`src/rtl/pm_pkg.sv`:
```
// package for the serial pin remap and event output routing block
package pm_pkg;

    // =====================================================================
    // geometry
    localparam int NUM_PORTS = 5;
    localparam int PINS_PER_PORT = 16;
    localparam int NUM_PINS = NUM_PORTS * PINS_PER_PORT;
    localparam int NUM_SIG = 18;
    localparam int ADDR_W = 12;

    localparam logic [2:0] PORT_A = 3'h0;
    localparam logic [2:0] PORT_B = 3'h1;
    localparam logic [2:0] PORT_C = 3'h2;
    localparam logic [2:0] PORT_D = 3'h3;
    localparam logic [2:0] PORT_E = 3'h4;

    // =====================================================================
    // register map
    localparam logic [31:0] PINMUX_BASE = 32'h4001_0000;
    localparam logic [ADDR_W-1:0] OFF_EVENT_OUT_CTRL = 12'h000;
    localparam logic [ADDR_W-1:0] OFF_REMAP_DEBUG_CTRL = 12'h004;
    localparam logic [ADDR_W-1:0] OFF_EXT_LINE_SEL_1 = 12'h008;
    localparam logic [ADDR_W-1:0] OFF_EXT_LINE_SEL_2 = 12'h00C;
    localparam logic [ADDR_W-1:0] OFF_EXT_LINE_SEL_3 = 12'h010;
    localparam logic [ADDR_W-1:0] OFF_EXT_LINE_SEL_4 = 12'h014;

    localparam logic [31:0] RST_EVENT_OUT_CTRL = 32'h0000_0000;
    localparam logic [31:0] RST_REMAP_DEBUG_CTRL = 32'h0000_0000;
    localparam logic [31:0] RST_EXT_LINE_SEL = 32'h0000_0000;

    // writable bits; everything else reads back zero
    localparam logic [31:0] WMASK_EVENT_OUT_CTRL = 32'h0000_00FF;
    localparam logic [31:0] WMASK_REMAP_DEBUG_CTRL = 32'hE01F_FFFF;
    localparam logic [31:0] WMASK_EXT_LINE_SEL = 32'hFFFF_FFFF;

    // =====================================================================
    // field positions
    localparam int EVT_EN_BIT = 7;
    localparam int EVT_PORT_LSB = 4;
    localparam int EVT_PIN_LSB = 0;
    localparam int S3_SEL_LSB = 4;
    localparam int S2_SEL_BIT = 3;
    localparam int S1_SEL_BIT = 2;
    localparam int TW_SEL_BIT = 1;
    localparam int FW_SEL_BIT = 0;

    localparam logic [1:0] S3_ROUTE_NONE = 2'h0;
    localparam logic [1:0] S3_ROUTE_PART = 2'h1;
    localparam logic [1:0] S3_ROUTE_FULL = 2'h3;

    // =====================================================================
    // peripheral signal slots
    localparam int SIG_S3_TX = 0;
    localparam int SIG_S3_RX = 1;
    localparam int SIG_S3_CK = 2;
    localparam int SIG_S3_CTS = 3;
    localparam int SIG_S3_RTS = 4;
    localparam int SIG_S2_CTS = 5;
    localparam int SIG_S2_RTS = 6;
    localparam int SIG_S2_TX = 7;
    localparam int SIG_S2_RX = 8;
    localparam int SIG_S2_CK = 9;
    localparam int SIG_S1_TX = 10;
    localparam int SIG_S1_RX = 11;
    localparam int SIG_TW_SCL = 12;
    localparam int SIG_TW_SDA = 13;
    localparam int SIG_FW_SEL = 14;
    localparam int SIG_FW_SCK = 15;
    localparam int SIG_FW_MISO = 16;
    localparam int SIG_FW_MOSI = 17;

    // =====================================================================
    // types
    typedef struct packed {
        logic valid;
        logic [2:0] port;
        logic [3:0] pin;
    } pm_pin_loc_t;

    typedef struct packed {
        logic [1:0] serial3_route_sel;
        logic serial2_route_sel;
        logic serial1_route_sel;
        logic twowire_route_sel;
        logic fourwire_route_sel;
    } pm_route_t;

    typedef struct packed {
        logic event_out_en;
        logic [2:0] port;
        logic [3:0] pin;
    } pm_evt_t;

    function automatic pm_pin_loc_t pin_at(input logic [2:0] port, input logic [3:0] pin);
        pm_pin_loc_t l;
        l.valid = 1'b1;
        l.port = port;
        l.pin = pin;
        return l;
    endfunction : pin_at

    // flat pin number is port * 16 + pin
    function automatic logic [6:0] pin_index(input logic [2:0] port, input logic [3:0] pin);
        return {port, pin};
    endfunction : pin_index

endpackage : pm_pkg

```
`src/rtl/pm_pinmux.sv`:
```
// serial port pin remap and event output routing, apb slave
//
// The APB interface to the registers was chosen for this implementation.
`timescale 1ns/1ps
module pm_pinmux (
    // clock and reset
    input wire logic pclk,
    input wire logic presetn,
    // apb slave
    input wire logic psel,
    input wire logic penable,
    input wire logic pwrite,
    input wire logic [pm_pkg::ADDR_W-1:0] paddr,
    input wire logic [31:0] pwdata,
    output logic [31:0] prdata,
    output logic pready,
    output logic pslverr,
    // peripheral side, one slot per routed signal
    input wire logic [pm_pkg::NUM_SIG-1:0] sig_out,
    input wire logic [pm_pkg::NUM_SIG-1:0] sig_oe,
    output logic [pm_pkg::NUM_SIG-1:0] sig_in,
    input wire logic core_event_signal,
    // pads, ports A to E, flat index port * 16 + pin
    input wire logic [pm_pkg::NUM_PINS-1:0] pin_in,
    output logic [pm_pkg::NUM_PINS-1:0] pin_out,
    output logic [pm_pkg::NUM_PINS-1:0] pin_oe
);

    // =====================================================================
    // register state
    logic [31:0] evcr_q, evcr_d;
    logic [31:0] mapr_q, mapr_d;
    logic [31:0] ext_q [4];
    logic [31:0] ext_d [4];
    logic [31:0] prdata_q, prdata_d;
    logic pready_q, pready_d;
    logic pslverr_q, pslverr_d;

    pm_pkg::pm_route_t route;
    pm_pkg::pm_evt_t evt;
    pm_pkg::pm_pin_loc_t [pm_pkg::NUM_SIG-1:0] loc;

    logic setup_phase;
    logic wr_fire;
    logic addr_hit;
    logic [31:0] rd_word;

    assign route = mapr_q[pm_pkg::S3_SEL_LSB+1:pm_pkg::FW_SEL_BIT];
    assign evt = evcr_q[pm_pkg::EVT_EN_BIT:pm_pkg::EVT_PIN_LSB];

    // =====================================================================
    // apb decode
    function automatic logic [31:0] read_mux(input logic [pm_pkg::ADDR_W-1:0] a,
                                             input logic [31:0] ev, input logic [31:0] mp,
                                             input logic [31:0] e0, input logic [31:0] e1,
                                             input logic [31:0] e2, input logic [31:0] e3);
        case (a)
            pm_pkg::OFF_EVENT_OUT_CTRL: return ev;
            pm_pkg::OFF_REMAP_DEBUG_CTRL: return mp;
            pm_pkg::OFF_EXT_LINE_SEL_1: return e0;
            pm_pkg::OFF_EXT_LINE_SEL_2: return e1;
            pm_pkg::OFF_EXT_LINE_SEL_3: return e2;
            pm_pkg::OFF_EXT_LINE_SEL_4: return e3;
            default: return 32'h0000_0000;
        endcase
    endfunction : read_mux

    function automatic logic is_mapped(input logic [pm_pkg::ADDR_W-1:0] a);
        return (a == pm_pkg::OFF_EVENT_OUT_CTRL) || (a == pm_pkg::OFF_REMAP_DEBUG_CTRL) ||
               (a == pm_pkg::OFF_EXT_LINE_SEL_1) || (a == pm_pkg::OFF_EXT_LINE_SEL_2) ||
               (a == pm_pkg::OFF_EXT_LINE_SEL_3) || (a == pm_pkg::OFF_EXT_LINE_SEL_4);
    endfunction : is_mapped

    function automatic logic [31:0] merge(input logic [31:0] old, input logic [31:0] wd,
                                          input logic [31:0] mask);
        return (old & ~mask) | (wd & mask);
    endfunction : merge

    assign setup_phase = psel && !penable;
    // writes land on the access edge that also samples pready
    assign wr_fire = psel && penable && pready_q && pwrite && !pslverr_q;
    assign addr_hit = is_mapped(paddr);
    // reserved bits are masked in the register itself, so reads show zero
    assign rd_word = read_mux(paddr, evcr_q, mapr_q, ext_q[0], ext_q[1], ext_q[2], ext_q[3]);

    always_comb begin
        evcr_d = evcr_q;
        mapr_d = mapr_q;
        ext_d = ext_q;
        // answer is prepared in the setup cycle: one access cycle, no wait states
        pready_d = setup_phase;
        pslverr_d = setup_phase && !addr_hit;
        prdata_d = prdata_q;
        if (setup_phase && !pwrite) begin
            prdata_d = rd_word;
        end
        if (wr_fire) begin
            case (paddr)
                pm_pkg::OFF_EVENT_OUT_CTRL:
                    evcr_d = merge(evcr_q, pwdata, pm_pkg::WMASK_EVENT_OUT_CTRL);
                pm_pkg::OFF_REMAP_DEBUG_CTRL:
                    mapr_d = merge(mapr_q, pwdata, pm_pkg::WMASK_REMAP_DEBUG_CTRL);
                pm_pkg::OFF_EXT_LINE_SEL_1:
                    ext_d[0] = merge(ext_q[0], pwdata, pm_pkg::WMASK_EXT_LINE_SEL);
                pm_pkg::OFF_EXT_LINE_SEL_2:
                    ext_d[1] = merge(ext_q[1], pwdata, pm_pkg::WMASK_EXT_LINE_SEL);
                pm_pkg::OFF_EXT_LINE_SEL_3:
                    ext_d[2] = merge(ext_q[2], pwdata, pm_pkg::WMASK_EXT_LINE_SEL);
                pm_pkg::OFF_EXT_LINE_SEL_4:
                    ext_d[3] = merge(ext_q[3], pwdata, pm_pkg::WMASK_EXT_LINE_SEL);
                default: begin
                end
            endcase
        end
    end

    always_ff @(posedge pclk or negedge presetn) begin
        if (!presetn) begin
            evcr_q <= pm_pkg::RST_EVENT_OUT_CTRL;
            mapr_q <= pm_pkg::RST_REMAP_DEBUG_CTRL;
            for (int i = 0; i < 4; i++) begin
                ext_q[i] <= pm_pkg::RST_EXT_LINE_SEL;
            end
            prdata_q <= 32'h0000_0000;
            pready_q <= 1'b0;
            pslverr_q <= 1'b0;
        end else begin
            evcr_q <= evcr_d;
            mapr_q <= mapr_d;
            ext_q <= ext_d;
            prdata_q <= prdata_d;
            pready_q <= pready_d;
            pslverr_q <= pslverr_d;
        end
    end

    assign prdata = prdata_q;
    assign pready = pready_q;
    assign pslverr = pslverr_q;

    // =====================================================================
    // pin routing
    logic [pm_pkg::NUM_PINS-1:0] pin_s;
    logic [pm_pkg::NUM_PINS-1:0] pout_q, pout_d;
    logic [pm_pkg::NUM_PINS-1:0] poe_q, poe_d;
    logic [pm_pkg::NUM_SIG-1:0] sin_q, sin_d;
    logic evt_ok;
    logic [6:0] evt_idx;

    pm_sync #(.W(pm_pkg::NUM_PINS)) u_pin_sync (
        .clk(pclk),
        .rst_n(presetn),
        .d(pin_in),
        .q(pin_s)
    );

    pm_pin_table u_table (
        .route(route),
        .loc(loc)
    );

    // codes above port E select nothing, so F, G and H are out of reach
    assign evt_ok = evt.event_out_en && (evt.port <= pm_pkg::PORT_E);
    assign evt_idx = pm_pkg::pin_index(evt.port, evt.pin);

    always_comb begin
        logic [6:0] idx;
        idx = 7'h00;
        pout_d = '0;
        poe_d = '0;
        sin_d = '1;
        for (int i = 0; i < pm_pkg::NUM_SIG; i++) begin
            if (loc[i].valid) begin
                idx = pm_pkg::pin_index(loc[i].port, loc[i].pin);
                pout_d[idx] = sig_out[i];
                poe_d[idx] = sig_oe[i];
                sin_d[i] = pin_s[idx];
            end
        end
        // event output takes its pin over any peripheral that shares it
        if (evt_ok) begin
            pout_d[evt_idx] = core_event_signal;
            poe_d[evt_idx] = 1'b1;
        end
    end

    always_ff @(posedge pclk or negedge presetn) begin
        if (!presetn) begin
            pout_q <= '0;
            poe_q <= '0;
            sin_q <= '1;
        end else begin
            pout_q <= pout_d;
            poe_q <= poe_d;
            sin_q <= sin_d;
        end
    end

    assign pin_out = pout_q;
    assign pin_oe = poe_q;
    assign sig_in = sin_q;

    function automatic logic [6:0] at(input logic [2:0] p, input logic [3:0] n);
        return pm_pkg::pin_index(p, n);
    endfunction : at
endmodule : pm_pinmux

```
`src/rtl/pm_sync.sv`:
```
// two flip-flop synchroniser for pad inputs
`timescale 1ns/1ps
module pm_sync #(
    parameter int W = 1
) (
    // clock and reset
    input wire logic clk,
    input wire logic rst_n,
    // data
    input wire logic [W-1:0] d,
    output logic [W-1:0] q
);
    logic [W-1:0] meta_q;

    // meta_q feeds nothing but q
    always_ff @(posedge clk or negedge rst_n) begin
        if (!rst_n) begin
            meta_q <= '0;
            q <= '0;
        end else begin
            meta_q <= d;
            q <= meta_q;
        end
    end
endmodule : pm_sync

```
`src/rtl/pm_pin_table.sv`:
```
// pin location table for every routed peripheral signal
`timescale 1ns/1ps
module pm_pin_table (
    // routing selections
    input pm_pkg::pm_route_t route,
    // one location per signal slot
    output pm_pkg::pm_pin_loc_t [pm_pkg::NUM_SIG-1:0] loc
);
    always_comb begin
        loc = '0;
        case (route.serial3_route_sel)
            pm_pkg::S3_ROUTE_NONE: begin
                loc[pm_pkg::SIG_S3_TX] = pm_pkg::pin_at(pm_pkg::PORT_B, 4'hA);
                loc[pm_pkg::SIG_S3_RX] = pm_pkg::pin_at(pm_pkg::PORT_B, 4'hB);
                loc[pm_pkg::SIG_S3_CK] = pm_pkg::pin_at(pm_pkg::PORT_B, 4'hC);
                loc[pm_pkg::SIG_S3_CTS] = pm_pkg::pin_at(pm_pkg::PORT_B, 4'hD);
                loc[pm_pkg::SIG_S3_RTS] = pm_pkg::pin_at(pm_pkg::PORT_B, 4'hE);
            end
            pm_pkg::S3_ROUTE_PART: begin
                // flow control has no pins in this setting
                loc[pm_pkg::SIG_S3_TX] = pm_pkg::pin_at(pm_pkg::PORT_C, 4'hA);
                loc[pm_pkg::SIG_S3_RX] = pm_pkg::pin_at(pm_pkg::PORT_C, 4'hB);
                loc[pm_pkg::SIG_S3_CK] = pm_pkg::pin_at(pm_pkg::PORT_C, 4'hC);
            end
            pm_pkg::S3_ROUTE_FULL: begin
                loc[pm_pkg::SIG_S3_TX] = pm_pkg::pin_at(pm_pkg::PORT_D, 4'h8);
                loc[pm_pkg::SIG_S3_RX] = pm_pkg::pin_at(pm_pkg::PORT_D, 4'h9);
                loc[pm_pkg::SIG_S3_CK] = pm_pkg::pin_at(pm_pkg::PORT_D, 4'hA);
                loc[pm_pkg::SIG_S3_CTS] = pm_pkg::pin_at(pm_pkg::PORT_D, 4'hB);
                loc[pm_pkg::SIG_S3_RTS] = pm_pkg::pin_at(pm_pkg::PORT_D, 4'hC);
            end
            default: begin
                // code 10 is undefined: the transceiver stays off the pads
            end
        endcase
        loc[pm_pkg::SIG_S2_CTS] = pm_pkg::pin_at(route.serial2_route_sel ? pm_pkg::PORT_D
                                                 : pm_pkg::PORT_A,
                                                 route.serial2_route_sel ? 4'h3 : 4'h0);
        loc[pm_pkg::SIG_S2_RTS] = pm_pkg::pin_at(route.serial2_route_sel ? pm_pkg::PORT_D
                                                 : pm_pkg::PORT_A,
                                                 route.serial2_route_sel ? 4'h4 : 4'h1);
        loc[pm_pkg::SIG_S2_TX] = pm_pkg::pin_at(route.serial2_route_sel ? pm_pkg::PORT_D
                                                : pm_pkg::PORT_A,
                                                route.serial2_route_sel ? 4'h5 : 4'h2);
        loc[pm_pkg::SIG_S2_RX] = pm_pkg::pin_at(route.serial2_route_sel ? pm_pkg::PORT_D
                                                : pm_pkg::PORT_A,
                                                route.serial2_route_sel ? 4'h6 : 4'h3);
        loc[pm_pkg::SIG_S2_CK] = pm_pkg::pin_at(route.serial2_route_sel ? pm_pkg::PORT_D
                                                : pm_pkg::PORT_A,
                                                route.serial2_route_sel ? 4'h7 : 4'h4);
        loc[pm_pkg::SIG_S1_TX] = route.serial1_route_sel ? pm_pkg::pin_at(pm_pkg::PORT_B, 4'h6)
                                 : pm_pkg::pin_at(pm_pkg::PORT_A, 4'h9);
        loc[pm_pkg::SIG_S1_RX] = route.serial1_route_sel ? pm_pkg::pin_at(pm_pkg::PORT_B, 4'h7)
                                 : pm_pkg::pin_at(pm_pkg::PORT_A, 4'hA);
        loc[pm_pkg::SIG_TW_SCL] = pm_pkg::pin_at(pm_pkg::PORT_B,
                                                 route.twowire_route_sel ? 4'h8 : 4'h6);
        loc[pm_pkg::SIG_TW_SDA] = pm_pkg::pin_at(pm_pkg::PORT_B,
                                                 route.twowire_route_sel ? 4'h9 : 4'h7);
        loc[pm_pkg::SIG_FW_SEL] = route.fourwire_route_sel ? pm_pkg::pin_at(pm_pkg::PORT_A, 4'hF)
                                  : pm_pkg::pin_at(pm_pkg::PORT_A, 4'h4);
        loc[pm_pkg::SIG_FW_SCK] = route.fourwire_route_sel ? pm_pkg::pin_at(pm_pkg::PORT_B, 4'h3)
                                  : pm_pkg::pin_at(pm_pkg::PORT_A, 4'h5);
        loc[pm_pkg::SIG_FW_MISO] = route.fourwire_route_sel ? pm_pkg::pin_at(pm_pkg::PORT_B, 4'h4)
                                   : pm_pkg::pin_at(pm_pkg::PORT_A, 4'h6);
        loc[pm_pkg::SIG_FW_MOSI] = route.fourwire_route_sel ? pm_pkg::pin_at(pm_pkg::PORT_B, 4'h5)
                                   : pm_pkg::pin_at(pm_pkg::PORT_A, 4'h7);
    end
endmodule : pm_pin_table

```
`config.mk`:
```
export PLATFORM = sky130hd
export DESIGN_NAME = pm_pinmux
export DESIGN_NICKNAME = d
export VERILOG_FILES = /design/src/rtl/pm_pkg.sv /design/src/rtl/pm_pinmux.sv /design/src/rtl/pm_sync.sv /design/src/rtl/pm_pin_table.sv
export SDC_FILE = /design/constraint.sdc
export NUM_CORES = 1
export LEC_CHECK = 0
export BUFFER_PORTS_ARGS = -buffer_cell sky130_fd_sc_hd__buf_2
export CELL_PAD_IN_SITES_DETAIL_PLACEMENT = 2
export CELL_PAD_IN_SITES_GLOBAL_PLACEMENT = 2
export CORE_AREA = 3 3 239 241
export DETAILED_ROUTE_END_ITERATION = 8
export DIE_AREA = 0 0 242 244
export MAX_ROUTING_LAYER = met4
export PLACE_DENSITY = 0.74
export SLEW_MARGIN = 20
export SYNTH_ARGS = -nofsm -noshare
export SYNTH_HDL_FRONTEND = slang
export SYNTH_SLANG_ARGS = --single-unit
```
`constraint.sdc`:
```
create_clock -name pclk -period 2.4 [get_ports pclk]
set_input_delay 0.24 -clock pclk [delete_from_list [all_inputs] [get_ports pclk]]
set_output_delay 0.24 -clock pclk [all_outputs]
set_load 0.01 [all_outputs]
```
-- Word-level counts from Yosys, hierarchy flattened
Cells that the tools add are included.
- flip-flop bits (word level): 564
- bits of input ports: 166
- logic and storage cells: 270
- magnitude comparators: 39
- eq/ne operators: 7
- multiplexer cells: 161
- bitwise logic cells: 5
- reductions and logical operators: 44
- operators by type and width (cell ; count):
    bitwise mux 80 bit ; 35
    2-to-1 mux 80 bit ; 24
    case mux 32 bit (6 select lines) ; 1
    AND 80 bit ; 2
    < comparator 7 x 8 -> 1 bit, second input constant ; 17
    demux 1 bit (select 7 bit) ; 17
    >= comparator 7 x 1 -> 1 bit, second input constant ; 17
    binary-select mux 1 bit (select 7 bit) ; 16
    OR 80 bit ; 1
    case mux 24 bit (3 select lines) ; 1
    2-to-1 mux 1 bit ; 48
    OR 29 x 32 -> 32 bit ; 1
    OR 32 x 8 -> 32 bit ; 1
    case mux 16 bit (2 select lines) ; 1
    logical AND 1 bit ; 27
    2-to-1 mux 5 bit ; 5
    == test 12 x 4 -> 1 bit, second input constant ; 2
    == test 12 x 5 -> 1 bit, second input constant ; 2
    < comparator 5 x 8 -> 1 bit, second input constant ; 2
    == test 12 x 3 -> 1 bit, second input constant ; 1
    zero test 12 bit ; 1
    2-to-1 mux 4 bit ; 3
    AND reduction 2 bit ; 6
    >= comparator 5 x 1 -> 1 bit, second input constant ; 2
    10 further kinds ; 23

-- Logic depth before layout (Yosys ltp)
Gate-level depths: netlist of run 1.
- depth after elaboration: 37
- gate-level depth with buffers: 8
- gate-level depth less buffers: 6

-- Hierarchy
From an unflattened synthesis of run 1, not the netlist that was laid out.
- cell total of the unflattened synthesis: 10726
- area, all modules: 77783.4 µm²
- modules (own cells, without submodules) (module ; instances ; cells an instance ; area an instance (µm²)):
    pm_pinmux ; 1 ; 10416 ; 72669.7
    pm_sync ; 1 ; 160 ; 4003.8
    pm_pin_table ; 1 ; 150 ; 1109.8

-- Least setup slack after synthesis of run 1
OpenSTA, ideal clock, no wires.
- kind: register to register
- start: reg mapr_q[5]
- end: reg sin_q, in the netlist sig_in[0]
- library setup time: 0.082 ns
- data arrival time: 2.181 ns
- required time: 2.318 ns
- slack: 0.137 ns
- cell stages (with the launch flop): 9
- period minus slack after synthesis: 2.263 ns
- cell sequence: dfrtp_1 inv_1 ha_1 clkbuf_1 or2_2 clkbuf_1 mux4_2 nor2b_1 a211o_1
- longest elaborated chain between the ends: 5
- ends and longest elaborated chain (item ; RTL line ; RTL):
    from (decl) ; pm_pinmux.sv:32 ; logic [31:0] mapr_q, mapr_d;
    from (signal assigned) ; pm_pinmux.sv:120 ; mapr_q <= pm_pkg::RST_REMAP_DEBUG_CTRL;
    from (signal assigned) ; pm_pinmux.sv:129 ; mapr_q <= mapr_d;
    == test 2 bit, or another cell as far along ; pm_pin_table.sv:11 ; case (route.serial3_route_sel)
    case mux 24 bit (3 select lines) (*) ; pm_pin_table.sv:11 ;
    binary-select mux 1 bit (select 7 bit) ; pm_pinmux.sv:177 ; sin_d[i] = pin_s[idx];
    2-to-1 mux 1 bit (implied by the code) ; pm_pinmux.sv:177 ;
    2-to-1 mux 1 bit (*) ; pm_pinmux.sv:173 ; if (loc[i].valid) begin
    net sin_d, one bit ; pm_pinmux.sv:146 ; logic [pm_pkg::NUM_SIG-1:0] sin_q, sin_d;
    to (signal assigned) ; pm_pinmux.sv:195 ; sin_q <= sin_d;
    to (decl) ; pm_pinmux.sv:146 ;
The timed path passes the listed nets; every way through them passes the cells marked *. The select of a mux whose other input is x is not followed.
A chain may end at the register's enable or synchronous reset.

-- Worst setup path after layout of run 1
Ends and elaborated chain as after synthesis.

==> impl_metrics.json, run 1 <==
{
  "status": "finished, final reports clean",
  "yosys_warnings": 0,
  "drive_above_1_share": 0.370,
  "clk-insertion-delay-late_ns": 0.62,
  "synth.area.top_cells": "dfrtp_1 61%, mux2_2 6.0%, mux2_1 3.7%, mux2i_1 3.4%, dfstp_2 2.6%",
  "area.growth.synth_to_final_pct": 33.3,
  "numCtsBuffers": 52,
  "critical-path-max-stage-delay_ns": 0.47,
  "synth_area_per_cell_sq_um": 13.6,
  "port_buffers": 343,
  "cts_max_level": 2,
  "vias": 13803,
  "cp_max_fo": 7,
  "drtIter0Drc": 875,
  "power.density_nw_per_um2": 738,
  "routed_wl_mm": 75.7,
  "ios": 378,
  "skew_ns": 0.0325,
  "clkTransAtPathRegs_ns": 0.07,
  "clock_path_buffers": 3,
  "grt_util_all_layers": 0.261,
  "setup_viol": 0,
  "p_leak_nw": 12.0,
  "cts_tree": "yes",
  "synthCells": 1336,
  "crit_arrival_ns": 2.76,
  "synthDistinctLibCells": 64,
  "max_freq_mhz": 447,
  "fp-row-count": 86,
  "r2r-start": "mapr_q[5]$_DFFE_PN0P_",
  "first_global_vias": 16090,
  "grt_pass1_wl_mm": 112,
  "ir_drop_v": 0.000534,
  "hold_viol": 0,
  "hp-class": "in2reg",
  "power.total_mw": 17.9,
  "hold_start": "sig_out[10]",
  "post-route-period-util": 0.932,
  "core_area_sq_um": 55100,
  "wire_per_inst_um": 28.8,
  "path_cells": "inv_1 -> ha_1 -> or2_2 -> mux4_2 -> nor2b_1 -> a211o_1",
  "syn_nets": 1510,
  "die_w_um": 242,
  "ant_nets": 0,
  "drv_cap": 0,
  "start_util": 0.330,
  "cts.sinks": 464,
  "post-cts-setup-buffers": 0,
  "slew-limit-headroom": 0.445,
  "min_period_ns": 2.24,
  "fp.dieArea_sq_um": 59000,
  "final_common_cell": "dfrtp_1",
  "synth-seq-cells": 464,
  "synth-seq-area-share": 0.640,
  "drc": 0,
  "layout_common_cells": "446 x dfrtp_1, 342 x buf_2, 115 x dlygate4sd3_1, 97 x mux2_2, 96 x nor2_1",
  "async_flop_share": 1.00,
  "worst_hold_slack_ns": 0.0314,
  "finalMaxSlewViolations": 0,
  "rsz0062_at_grt": "false",
  "antenna_found_initial": 9,
  "drt_first_pass_iters": 6,
  "cp-startpoint": "mapr_q[5]$_DFFE_PN0P_",
  "yosysTopAreaCell": "dfrtp_1",
  "slowest_stage": "dfrtp_1",
  "layout.nets": 2005,
  "setup_tns_ns": 0,
  "tightest_slew_ns": 0.833,
  "synth_top_area_frac": 0.614,
  "dp_hpwl_mm": 46.5,
  "criticalPathCategory": "reg2reg",
  "gp_congestion": 0.823,
  "ys.flop_type": "dfrtp_1",
  "crit_path_start_kind": "flip-flop",
  "cp-end-kind": "flip-flop",
  "crit_required_ns": 2.93,
  "syn_area_sq_um": 18200,
  "fin_util": 0.440,
  "overflow": 0,
  "grt_max_degree": 93,
  "dieHeight_um": 244,
  "routed_via_density": 5.24,
  "root_buffer": "clkbuf_16",
  "synth_edf_count": 0
}
==> power by group <==
group	leakage, nW	internal [mW]	switching, mW	total [mW]
combinational	4.94	0.356	0.548	0.903
sequential	6.13	7.96	0.0670	8.03
clock	0.943	5.38	3.58	8.96
==> path summary, 6_finish.rpt <==
kind,endpoint,slack [ns],depth (start not counted)
min in group asynchronous,u_pin_sync.q[2]$_DFF_PN0_,0.18,2
setup reg to reg,sig_in[0]$_DFF_PN1_,0.16,6
hold reg to reg,u_pin_sync.q[57]$_DFF_PN0_,0.34,0
setup / recovery,sig_in[0]$_DFF_PN1_,0.16,6
max in group asynchronous,sig_in[17]$_DFF_PN1_,1.25,3
hold / removal,pin_out[9]$_DFF_PN0_,0.03,4
==> what timing repair did <==
action,CTS,global route
setup endpoints to repair,1,3
resized for setup,1,1
cloned,0,0
hold endpoints to repair,348,0
hold buffers,115,0
==> stage by stage <==
stage / instance area (sq um) / setup WS, ns / cells
detailed placement: 21100 / 0.0682 / 2410
CTS: 24200 / 0.126 / 2623
floorplan: 18200 / 0.137 / 1336
global route: 24200 / 0.0182 / 2632
finish: 24200 / 0.164 / 2632
global placement: 21100 / 0.156 / 2410
==> synthesized netlist by cell type (20+ instances only) <==
library cell and instances:
mux2_2 97, mux2_1 60, o31ai_1 32, nor2_1 96, dfrtp_1 446, clkbuf_1 67
mux2_4 30, o211ai_1 20, mux2i_1 61, o22ai_1 27, nor2b_1 22, o21ai_0 64
nand2_1 50
==> state kept, by name, indices dropped and copies added, names as in the netlist <==
register	cells
pin_out	80
mapr_q	24
pslverr	1
pready	1
ext_q	128
u_pin_sync.q	46
u_pin_sync.meta_q	46
pin_oe	80
sig_in	18
evcr_q	8
prdata	32
==> per-layer routing <==
metal  GRT usage  routed length (um)
met1       0.289               29100
met2       0.462               39400
met3      0.0569                4250
met4      0.0949                2880
met5           -                   0
==> critical path: cells and delay by family, from the launching register on <==
kind	cells	cell delay, ns
AND/OR/NAND/NOR	2	0.55
flip-flops	1	0.47
multiplexers	1	0.45
adder cells (fa/ha/maj)	1	0.29
AO/OA/AOI/OAI	1	0.26
buffers and inverters	1	0.15
==> final cells by class <==
cell class	instances	area, sq um
timing repair buffer	538	3590
clock buffer	75	1550
tap	748	936
multi-input combinational	758	6070
inverter	17	63.8
clock inverter	23	369
antenna	9	22.5
sequential	464	11600
fill	5489	30900
==> logic make-up (layout without fill, tap and decap cells) <==
| family | count (synthesis) | count (layout) | share of synthesized area |
|---|---|---|---|
| compound gates | 236 | 236 | 0.0892 |
| simple gates | 256 | 256 | 0.0703 |
| buf+inv | 114 | 653 | 0.0273 |
| flops | 464 | 464 | 0.640 |
| fa+ha+maj | 8 | 8 | 0.00550 |
| other cells | 0 | 9 | 0 |
| mux | 258 | 258 | 0.168 |
Note: power is estimated with default switching activity, not from simulation.
==> run 2, diff against run 1 <==
RECOVER_POWER = 100   (was unset)
==> run 2 against run 1 <==
Against the previous run: the flow now finishes with violations (max-capacitance violations, max-slew violations); hold slack got worse by 0.00064 ns; wire length barely moved; clock power barely moved; design area fell by 2.5%; register-to-register slack got worse by 0.05 ns; clock skew rose by 0.0034 ns; total power fell by 0.10%; maximum frequency fell by 2.3%; flip-flop and latch count did not move; count of clock-buffer cells in the layout did not move; non-clock buffer count did not move; first-iteration DRC count fell by 13%; largest cell class unchanged.
==> impl_metrics.json, run 2 (synthesized netlist as in run 1, its figures left out) <==
{
  "crit_arrival_ns": 2.76,
  "grt_util_all_layers": 0.261,
  "routed_wl_mm": 75.7,
  "seq_area_sq_um": 11600,
  "routed_via_density": 5.28,
  "dp_hpwl_mm": 46.5,
  "finalMaxSlewViolations": 48,
  "cts_tree": "yes",
  "multi_input_area_sq_um": 5940,
  "vias": 13888,
  "grt_pass1_wl_mm": 112,
  "slowest_stage": "mux2_1",
  "crit_path_start_kind": "flip-flop",
  "antenna_found_initial": 7,
  "core_area_sq_um": 55100,
  "violations": "max-capacitance violations, max-slew violations",
  "largest_register_ffs": 128,
  "largest-register": "ext_q",
  "hold_viol": 0,
  "drive_above_1_share": 0.214,
  "slew-limit-headroom": -0.153,
  "cp_max_fo": 16,
  "hp-class": "in2reg",
  "power.density_nw_per_um2": 756,
  "fill_cells": 5665,
  "final_common_cell": "dfrtp_1",
  "ir_drop_v": 0.000532,
  "post-cts-setup-buffers": 0,
  "pwr-share-seq": 0.449,
  "p_switching_mw": 4.21,
  "ios": 378,
  "port_buffers": 343,
  "drv_cap": 1,
  "rsz0062_at_grt": "false",
  "wire_per_inst_um": 28.8,
  "cts_max_level": 2,
  "fp-row-count": 86,
  "skew_ns": 0.0359,
  "layout.nets": 2005,
  "status": "complete, but fails checks",
  "tightest_slew_ns": 1.73,
  "p_int_mw": 13.7,
  "p_leak_nw": 10.9,
  "layout_common_cells": "446 x dfrtp_1, 260 x clkbuf_1, 115 x dlygate4sd3_1, 111 x buf_2, 96 x nor2_1",
  "cp-end-kind": "flip-flop",
  "p_clk_frac": 0.502,
  "drt_first_pass_iters": 7,
  "max_freq_mhz": 437,
  "post-route-period-util": 0.953,
  "gp_congestion": 0.823,
  "drtIter0Drc": 765,
  "fp.dieArea_sq_um": 59000,
  "p_sw_frac": 0.235,
  "critical-path-max-stage-delay_ns": 0.47,
  "worst-path-buf-inv": 2,
  "die_w_um": 242,
  "clock_path_buffers": 3,
  "drc": 0,
  "first_global_vias": 16090,
  "cts.sinks": 464,
  "criticalPathCategory": "reg2reg",
  "grt_max_degree": 93,
  "power_frac_comb": 0.049,
  "setup_viol": 0,
  "dieHeight_um": 244,
  "path_cells": "nand4b_1 -> nor4_4 -> clkbuf_1 -> nand3_1 -> clkbuf_2 -> mux2_1",
  "ant_nets": 0,
  "area.growth.synth_to_final_pct": 29.9,
  "overflow": 0,
  "root_buffer": "clkbuf_16",
  "numCtsBuffers": 52,
  "start_util": 0.330,
  "clkTransAtPathRegs_ns": 0.07,
  "min_period_ns": 2.29,
  "path_delay_family": "simple AND/OR/NAND/NOR gates",
  "clk-insertion-delay-late_ns": 0.62,
  "crit_required_ns": 2.87,
  "setup_tns_ns": 0,
  "fin_util": 0.429
}
run 2: changes by cell type in the layout (fill, tap and decap cells not counted), moves of 2 or more:
cell and change:
clkbuf_4 +4, buf_12 -6, diode_2 -2, clkbuf_1 +252, buf_2 -231, mux2_4 -25
nand3_2 -2, nand3_1 +2, buf_4 -36, mux2_1 +33, nor3_1 +2, mux2_2 -8
clkbuf_2 +16
run 2: cell type report:
cell class | count | area share
Sequential cell | 464 | 0.492
Multi-Input combinational cell | 758 | 0.252
Timing Repair Buffer | 538 | 0.132
Clock buffer | 75 | 0.0656
Tap cell | 748 | 0.0396
Clock inverter | 23 | 0.0156
Inverter | 17 | 0.00270
Antenna cell | 7 | 0.000742
run 2: path summary, 6_finish.rpt:
check	end	depth (start not counted)	from	slack, ns
worst max-delay path	mapr_q[31]$_DFFE_PN0P_	6	pslverr$_DFF_PN0_	0.11
worst max register to register	mapr_q[31]$_DFFE_PN0P_	6	pslverr$_DFF_PN0_	0.11
worst min-delay path	pin_out[9]$_DFF_PN0_	4	sig_out[10]	0.03
worst min register to register	u_pin_sync.q[57]$_DFF_PN0_	0	u_pin_sync.meta_q[57]$_DFF_PN0_	0.33
min in group asynchronous	u_pin_sync.q[2]$_DFF_PN0_	2	presetn	0.65
max in group asynchronous	u_pin_sync.meta_q[63]$_DFF_PN0_	3	presetn	0.26
run 2: worst register-to-register path: stages, from the launching register on:
cell,delay (ns)
dfrtp_1,0.38
nand4b_1,0.28
nor4_4,0.28
clkbuf_1,0.21
nand3_1,0.12
clkbuf_2,0.42
mux2_1,0.47
run 2: through the flow:
stage	hold WS (ns)	std cells	area [sq um]	power [mW]	worst slack, ns
after floorplan	-0.0556	1336	18200	8.33	0.137
after global placement	0.203	2410	21100	8.83	0.156
after detailed placement	0.219	2410	21100	8.87	0.0682
after CTS	0.00460	2623	24200	17.9	0.126
after global routing	0.0215	2630	23600	18.5	0.0206
final	0.0307	2630	23600	17.9	0.112
run 2: power by group through the flow:
stage / sequential, mW / clock (mW) / combinational [mW]
after CTS: 8.02 / 8.97 / 0.887
final: 8.03 / 8.97 / 0.869
after detailed placement: 8.15 / 0 / 0.716
after global routing: 8.03 / 9.49 / 0.936
after global placement: 8.14 / 0 / 0.684
after floorplan: 8.16 / 0 / 0.170
run 2: metal layers:
metal  track usage  up-vias  part of all wire
li1              -     5769                 -
met1         0.289     7400              0.38
met2         0.462      550              0.52
met3        0.0569      169             0.058
met4        0.0949        0             0.040
met5             -        -                 0
run 2: timing repair:
action,in CTS,in global routing
hold buffers,115,0
resized for setup,1,1
cloned,0,0
endpoints found under the setup margin,1,3
hold endpoints to repair,348,0
